==> src/hw/thermal_trip_defs.svh <==
`ifndef THERMAL_TRIP_DEFS_SVH
`define THERMAL_TRIP_DEFS_SVH

// Clock rate in kHz (40 MHz)
`define TT_CLK_KHZ          40000
// Trip margin above the maximum case temperature, in degrees C
`define TT_TRIP_MARGIN_C    20
// Longest time from supply_valid_in rising to output drive, in microseconds
`define TT_ENABLE_US        10
// Drive-enable delay in cycles, rounded down from the longest time
`define TT_ENABLE_CYCLES    ((`TT_ENABLE_US * `TT_CLK_KHZ) / 1000)
// Settle cycles spent before driving; well inside the 10 us bound
`define TT_SETTLE_CYCLES    16
// Synchroniser depth
`define TT_SYNC_STAGES      2

`endif

==> src/hw/thermal_trip_pkg.sv <==
package thermal_trip_pkg;

    // Supply indications arriving on pins
    typedef struct packed {
        logic supply_valid_in;
        logic bus_supply_valid;
        logic core_supply_valid;
    } supply_t;

    typedef enum logic [1:0] {
        ST_OFF     = 2'b00,
        ST_SETTLE  = 2'b01,
        ST_ARMED   = 2'b10,
        ST_TRIPPED = 2'b11
    } trip_state_t;

    function automatic logic supplies_good(input supply_t s);
        return s.supply_valid_in & s.bus_supply_valid & s.core_supply_valid;
    endfunction

endpackage

==> src/hw/trip_sync.sv <==
`timescale 1ns/1ps
`default_nettype none

module trip_sync #(
    parameter int WIDTH = 1
) (
    // Clock and reset
    input  wire  logic             mclk,
    input  wire  logic             resetn,
    input  wire  logic             clk_en,
    // Data
    input  wire  logic [WIDTH-1:0] async_in,
    output var   logic [WIDTH-1:0] sync_out
);

    logic [WIDTH-1:0] meta;

    always_ff @(posedge mclk) begin
        if (!resetn) begin
            meta     <= '0;
            sync_out <= '0;
        end else if (clk_en) begin
            meta     <= async_in;
            sync_out <= meta;
        end
    end

endmodule // trip_sync

`default_nettype wire

==> src/hw/thermal_trip_latch.sv <==
`include "thermal_trip_defs.svh"
`timescale 1ns/1ps
`default_nettype none

module thermal_trip_latch
    import thermal_trip_pkg::*;
#(
    parameter int ENABLE_CYCLES = `TT_ENABLE_CYCLES,
    parameter int SETTLE_CYCLES = `TT_SETTLE_CYCLES
) (
    // Clock, reset, enable
    input  wire  logic                      mclk,
    input  wire  logic                      resetn,
    input  wire  logic                      clk_en,
    // Pins and comparator (asynchronous)
    input  wire  thermal_trip_pkg::supply_t supply_pins,
    input  wire  logic                      over_temp,
    // Outputs
    output var   logic                      thermal_shutdown_out,
    output var   logic                      drive_enable,
    output var   logic                      core_clock_stop
);
    import thermal_trip_pkg::*;

    // ----------------------------------------------------------------
    // Parameter checks
    // ----------------------------------------------------------------
    // The settle counter is 8 bits wide, and it must expire inside the
    // enable bound, otherwise driving could start too late.
    if (SETTLE_CYCLES < 1 || SETTLE_CYCLES > 255) begin : g_bad_settle
        $error("SETTLE_CYCLES must lie in 1..255");
    end
    if (SETTLE_CYCLES > ENABLE_CYCLES) begin : g_slow_settle
        $error("SETTLE_CYCLES must not exceed ENABLE_CYCLES");
    end

    // ----------------------------------------------------------------
    // Output decode
    // ----------------------------------------------------------------
    // Both decodes are gated by the synchronised supply verdict, so a
    // supply loss drops the outputs on the same edge the state leaves.
    function automatic logic shutdown_level(input trip_state_t st, input logic g);
        return g && (st == ST_TRIPPED);
    endfunction

    function automatic logic drive_level(input trip_state_t st, input logic g);
        return g && (st == ST_ARMED || st == ST_TRIPPED);
    endfunction

    // ----------------------------------------------------------------
    // Synchronisers
    // ----------------------------------------------------------------
    logic [3:0]  sync_bits;
    supply_t     supply_s;
    logic        hot_s;

    trip_sync #(
        .WIDTH (4)
    ) u_sync (
        .mclk     (mclk),
        .resetn   (resetn),
        .clk_en   (clk_en),
        .async_in ({supply_pins, over_temp}),
        .sync_out (sync_bits)
    );

    assign supply_s = supply_t'(sync_bits[3:1]);
    assign hot_s    = sync_bits[0];

    // ----------------------------------------------------------------
    // Drive-enable sequencing and latch
    // ----------------------------------------------------------------
    // The comparator threshold itself (20 C margin) lives in the
    // analogue sensor; over_temp is its digital verdict.
    trip_state_t state;
    trip_state_t next_state;
    logic [7:0]  settle;
    logic        good;
    logic        settle_done;

    assign good        = supplies_good(supply_s);
    assign settle_done = (settle == 8'(SETTLE_CYCLES - 1));

    // Next-state decode
    always_comb begin
        next_state = state;
        case (state)
            ST_OFF: begin
                if (good) begin
                    next_state = ST_SETTLE;
                end
            end
            ST_SETTLE: begin
                if (!good) begin
                    next_state = ST_OFF;
                end else if (settle_done) begin
                    next_state = ST_ARMED;
                end
            end
            ST_ARMED: begin
                // over_temp is ignored until here, so a hot power-up
                // cannot latch before the output may be driven
                if (!good) begin
                    next_state = ST_OFF;
                end else if (hot_s) begin
                    next_state = ST_TRIPPED;
                end
            end
            ST_TRIPPED: begin
                // Only loss of a supply indication clears; cooling does not
                if (!good) begin
                    next_state = ST_OFF;
                end
            end
            default: begin
                next_state = ST_OFF;
            end
        endcase
    end

    // State register
    always_ff @(posedge mclk) begin
        if (!resetn) begin
            state <= ST_OFF;
        end else if (clk_en) begin
            state <= next_state;
        end
    end

    // Settle counter: cleared outside SETTLE so that every power-up,
    // including a re-power while hot, waits the full settle time
    always_ff @(posedge mclk) begin
        if (!resetn) begin
            settle <= 8'h00;
        end else if (clk_en) begin
            if (state != ST_SETTLE) begin
                settle <= 8'h00;
            end else if (!settle_done) begin
                settle <= settle + 8'h01;
            end
        end
    end

    // ----------------------------------------------------------------
    // Registered outputs
    // ----------------------------------------------------------------
    // Outputs follow state one cycle later; the total stays far below
    // the 10 us bound, so re-trip after power returns is timely.
    always_ff @(posedge mclk) begin
        if (!resetn) begin
            thermal_shutdown_out <= 1'b0;
            drive_enable         <= 1'b0;
            core_clock_stop      <= 1'b0;
        end else if (clk_en) begin
            drive_enable         <= drive_level(state, good);
            thermal_shutdown_out <= shutdown_level(state, good);
            // Clock stop shares the shutdown decode so the two never part
            core_clock_stop      <= shutdown_level(state, good);
        end
    end

endmodule // thermal_trip_latch

`default_nettype wire

==> config.mk <==
export PLATFORM = sky130hd
export DESIGN_NAME = thermal_trip_latch
export DESIGN_NICKNAME = d
export VERILOG_FILES = /design/src/hw/thermal_trip_pkg.sv /design/src/hw/trip_sync.sv /design/src/hw/thermal_trip_latch.sv
export VERILOG_INCLUDE_DIRS = /design/src /design/src/hw
export SDC_FILE = /design/constraint.sdc
export NUM_CORES = 1
export LEC_CHECK = 0
export ABC_AREA = 0
export BUFFER_PORTS_ARGS = -buffer_cell sky130_fd_sc_hd__buf_4
export CAP_MARGIN = 20
export CELL_PAD_IN_SITES_DETAIL_PLACEMENT = 1
export CELL_PAD_IN_SITES_GLOBAL_PLACEMENT = 1
export CORE_ASPECT_RATIO = 1.1
export CORE_UTILIZATION = 45
export CTS_BUF_LIST = sky130_fd_sc_hd__clkbuf_16
export CTS_CLUSTER_SIZE = 10
export DETAILED_ROUTE_END_ITERATION = 6
export PLACE_DENSITY = 0.84
export SYNTH_ARGS = -nofsm -noshare
export SYNTH_HDL_FRONTEND = slang
export SYNTH_SLANG_ARGS = --single-unit
==> constraint.sdc <==
create_clock -name mclk -period 2.1 [get_ports mclk]
set_clock_uncertainty 0.05 [all_clocks]
set_input_delay 0.42 -clock mclk [delete_from_list [all_inputs] [get_ports mclk]]
set_output_delay 0.42 -clock mclk [all_outputs]
set_load 0.005 [all_outputs]
### After elaboration in Yosys (flattened, before gate mapping)

Index checks and enable logic that the tools add are counted.

| cells by class | value |
|---|---|
| $lt $le $gt $ge | 0 |
| reductions and logical operators | 6 |
| multipliers | 0 |
| add/subtract/negate cells | 1 |
| shifts and indexed selects | 0 |
| div/mod/pow operators | 0 |
| eq/ne operators | 10 |
| bitwise gates (word level) | 2 |
| multiplexer cells | 9 |

Operators by type and width:

| kind | count |
|---|---|
| $mux W8 | 2 |
| $mux W2 | 6 |
| $add A8 B1 Y8 const B | 1 |
| $eq A8 B4 Y1 const B | 1 |
| $pmux W2 S4 | 1 |
| $reduce_and A5 Y1 | 1 |
| $eq A2 B2 Y1 const B | 2 |
| $ne A2 B1 Y1 const B | 2 |
| $ne A2 B2 Y1 const B | 2 |
| $ne A3 B2 Y1 const B | 1 |
| $ne A3 B3 Y1 const B | 1 |
| $and A1 B1 Y1 | 2 |
| $eq A2 B1 Y1 const B | 1 |
| $logic_and A1 B1 Y1 | 2 |
| $logic_not A2 Y1 | 1 |
| $reduce_and A2 Y1 | 1 |
| $logic_or A1 B1 Y1 | 1 |

| word-level totals | value |
|---|---|
| input bits | 7 |
| flip-flop bits (word level) | 20 |
| bits in latches | 0 |
| word-level logic and storage cells | 34 |
| ROM bits | 0 |
| output and inout port bits | 3 |
| memories | 0 |
| RAM bits | 0 |

### Logic depth before layout (Yosys ltp)

| depth | value |
|---|---|
| depth in word-level cells | 4 |
| gate-level depth with buffers | 4 |
| gate-level depth less buffers | 4 |

### By module

From an unflattened synthesis, not the netlist that was laid out.

| unflattened totals | value |
|---|---|
| cell total of the unflattened synthesis | 98 |
| area total of the unflattened synthesis | 948.4 µm² |

By module, submodules not included:

| module | times used | sequential area each (µm²) | area an instance (µm²) | cells an instance |
|---|---|---|---|---|
| thermal_trip_latch | 1 | 240.2 | 646.9 | 73 |
| trip_sync | 1 | 160.2 | 301.5 | 25 |

### Worst setup path before layout

No wires, ideal clock.

| timing | value |
|---|---|
| path type | input to register |
| start | input port clk_en |
| end | register settle[2] |
| data arrival time | 1184 ps |
| setup time | 141 ps |
| required time | 1909 ps |
| path buffers | 1 |
| cell stages on the path | 4 |
| slack | 725 ps |
| cell sequence | buf_2 -> inv_1 -> o21ai_0 -> nor3_1 |

| between the ends | value |
|---|---|
| longest elaborated chain between the ends | 1 |

Ends and longest elaborated chain:

| item | line | RTL |
|---|---|---|
| start, declared | thermal_trip_latch.sv:14 | `input wire logic clk_en,` |
| $reduce_and A2 Y1 (no source line) | - |  |
| end signal, assigned | thermal_trip_latch.sv:139 | `settle <= settle + 8'h01;` |
| end, declared | thermal_trip_latch.sv:77 | `logic [7:0] settle;` |

No other way between the ends.
A chain may end at the register's enable or synchronous reset.

### Final worst setup path

| timing | value |
|---|---|
| start | register settle[0] |
| end | register settle[6] |

| between the ends | value |
|---|---|
| longest elaborated chain between the ends | 3 |
| elaborated cells on any way between the ends | 6 |
| those cells by class | add/sub (1); eq/ne (2); mux (2); reduce/logical (1) |

Ends and longest elaborated chain:

| item | line |
|---|---|
| $add A8 B1 Y8 or $eq A8 B4 Y1 (tied branches) | thermal_trip_latch.sv:139, thermal_trip_latch.sv:82 |
| $mux W8 or $ne A2 B1 Y1 (tied branches) | - |
| $mux W8 or $reduce_and A2 Y1 (tied branches) | - |

Parallel ways exist; a longest one is shown, timed or not. The select of a mux whose other input is x is not followed.

==> impl_metrics.yaml <==
status:
  status: "finished clean"
setup_path:
  worstPathRequired_ns: 2.23
  rrSetupSlack_ns: 0.52
  crit_slowest_cell: "dfxtp_1"
  crit_arrival_ns: 1.71
  crit_fanout: 5
  cpPeakStageDelay_ns: 0.43
  cp_top_family: "simple AND/OR/NAND/NOR gates"
  r2r_cells: 4
  reg2reg_from: "settle[0]"
  end_kind: "register"
  crit_type: "register to register"
  start_kind: "register"
  timing.critical_path.buf_inv: 0
  critical_path.cell_chain: "ha_1 > nand4_1 > or3_1 > a21oi_1"
  regToRegEndpoint: "settle[6]"
drt:
  wl_per_cell_um: 14.6
  drc: 0
  wl_um: 1980
  via_per_inst: 5.53
  vias: 747
  first_pass_iters: 3
  postRouteAntennaNets: 0
  drtIter0Drc: 11
global_route:
  grt_max_degree: 21
  grt_overflow_total: 0
  grt_pass1_wl_um: 3470
  antenna_found_initial: 0
  grt_pass1_vias: 775
  grtUsageTotal_pct: 21.3
worst_hold_path:
  hold_start: "supply_pins[1]"
  holdPathEnd: "u_sync.meta[2]"
  min_path_cells: 3
  holdCritPathClass: "input port to register"
yosys:
  yosys_warnings: 0
  synthAdderAreaFrac_pct: 1.41
  synth_compound_area_share_pct: 15.1
  syn-num-nets: 105
  synth_top_family_by_area: "simple AND/OR/NAND/NOR gates"
  yosysSeqAreaShare_pct: 45.1
  synth-seq-cells: 20
  synth_mux_area_share_pct: 11.3
  synth_area_leaders: "dfxtp_1, mux2i_1, a21oi_1, nor2_1, nand2_1"
  synth_top_area_share_pct: 45.1
  ys_types: 32
  syn_avg_cell_area_um2: 9.16
  syn_area_um2: 888
  yosysTopAreaCell: "dfxtp_1"
  synth-simple-area-share_pct: 23.5
  synth-xor-area-share_pct: 0
  synth_cells: 97
layout:
  nNetsFinal: 117
  area_growth_pct: 19.6
  fin_cells: 135
  fillers: 208
  final_cell_mix: "dfxtp_1, buf_4, mux2i_1, nor2_1, a21oi_1"
  layout_commonest_cell: "dfxtp_1"
  finalInstanceArea_mm2: 0.00106
  diodes: 0
  post-route-util_pct: 58.3
  drive_above_1_share_pct: 16.7
clock_network:
  clock-sinks: 20
  htreeDepth: 1
  clk_latency_ns: 0.25
  hold_buffers: 0
  post_cts_buffers: 0
  cts_tree: "yes"
  cts_buffers: 3
  cts_max_path_buffers: 2
  clockRootBuffer: "clkbuf_16"
  clk_pin_slew_ns: 0.05
  cts_resized: 0
timing:
  setup_tns_ns: 0
  rsz0062_at_grt: "false"
  tightest_slew_ns: 0.594
  setup_viol: 0
  relSlewSlack_pct: 60.1
  period_share_pct: 75.1
  hold_slack_ns: 0.361
  drv_slew: 0
  hold_viol_final: 0
  max_freq_ghz: 0.634
  final.min_clock_period_ns: 1.58
die:
  die_w_um: 44.4
  coreArea_mm2: 0.00182
  fp-row-count: 16
  dieArea_mm2: 0.00216
  die_h_um: 48.6
  initial_core_util_pct: 48.8
  pin_count: 10
placed_design:
  gp_congestion: 0.774
  portBuffers: 9
  hpwl_um: 1340
  place_area_um2: 983
  place_inst: 131
pwr:
  vdd_ir_drop_max_v: 0.000462
  leakage_uw: 0.000425
  powerDensity_mw_per_mm2: 779
flow_run:
  max-cap-violations: 0
cell type report:
class                      instances  area, um^2  share of cell area (%)
timing repair buffer              11        82.6                    7.77
multi-input combinational         70         455                    42.9
tap                               27        33.8                    3.18
clock inverter                     1        3.75                   0.353
clock buffer                       3        75.1                    7.07
inverter                           3        11.3                    1.06
sequential                        20         400                    37.7
kinds of logic after synthesis:
group,Yosys count
AOI/OAI and AO/OA,22
adders and majority gates,1
and+or+nand+nor,37
buffers and inverters,7
muxes,10
DFF,20
how the worst max path moves through the flow:
stage,startpoint,endpoint,slack (ns),depth (start not counted)
3_3_place_gp,clk_en,settle[7],0.49,4
2_1_floorplan,clk_en,settle[2],0.72,4
5_1_grt,settle[0],settle[6],0.43,4
3_5_place_dp,clk_en,settle[7],0.44,4
4_1_cts,settle[0],settle[6],0.53,4
6_report,settle[0],settle[6],0.52,4
flip-flops by register name (all words and copies together) (netlist names):
signal	flops
drive_enable	1
settle	8
core_clock_stop	1
u_sync.sync_out	4
state	2
u_sync.meta	4
synthesized netlist by cell type:
| cell type | n |
|---|---|
| a211o_1 | 1 |
| a211oi_1 | 1 |
| a21oi_1 | 9 |
| a31oi_1 | 3 |
| and3_2 | 1 |
| and4_1 | 1 |
| buf_2 | 2 |
| buf_4 | 1 |
| clkbuf_1 | 1 |
| dfxtp_1 | 20 |
| ha_1 | 1 |
| inv_1 | 3 |
| mux2i_1 | 10 |
| nand2_1 | 6 |
| nand2b_1 | 1 |
| nand3_1 | 3 |
| nand4_1 | 2 |
| nand4_2 | 1 |
| nor2_1 | 10 |
| nor2b_1 | 3 |
| nor3_1 | 2 |
| nor3b_1 | 1 |
| nor4_1 | 1 |
| nor4_2 | 1 |
| o2111ai_1 | 1 |
| o211ai_1 | 2 |
| o21a_1 | 1 |
| o21ai_0 | 3 |
| o31ai_1 | 1 |
| or3_1 | 2 |
| or4_1 | 1 |
| or4_4 | 1 |
metrics by stage:
stage               worst slack (ns)  total power (uW)
finish                         0.522               828
global route                   0.433               865
CTS                            0.535               837
detailed placement             0.440               450
global placement               0.486               449
floorplan                      0.725               431
worst min-delay path, delay by kind of cell:
kind / cells / cell delay (ns)
buffers and inverters: 1 / 0.08
AND/OR/NAND/NOR: 1 / 0.07
multiplexers: 1 / 0.05
per-layer routing:
| metal | vias up | track usage, % | share of wire (%) |
|---|---|---|---|
| met5 | - | 0 | 0 |
| met4 | 0 | 4.55 | 0.51 |
| met3 | 2 | 3.36 | 2.1 |
| met2 | 7 | 36.0 | 50 |
| met1 | 356 | 28.0 | 47 |
| li1 | 382 | - | - |
power breakdown:
group | internal (uW) | switching [uW] | total [uW]
clock network | 253 | 132 | 385
logic | 22.3 | 25.4 | 47.6
registers | 389 | 6.39 | 395
total | 664 | 164 | 828
Power figures use the tool's default switching activity.
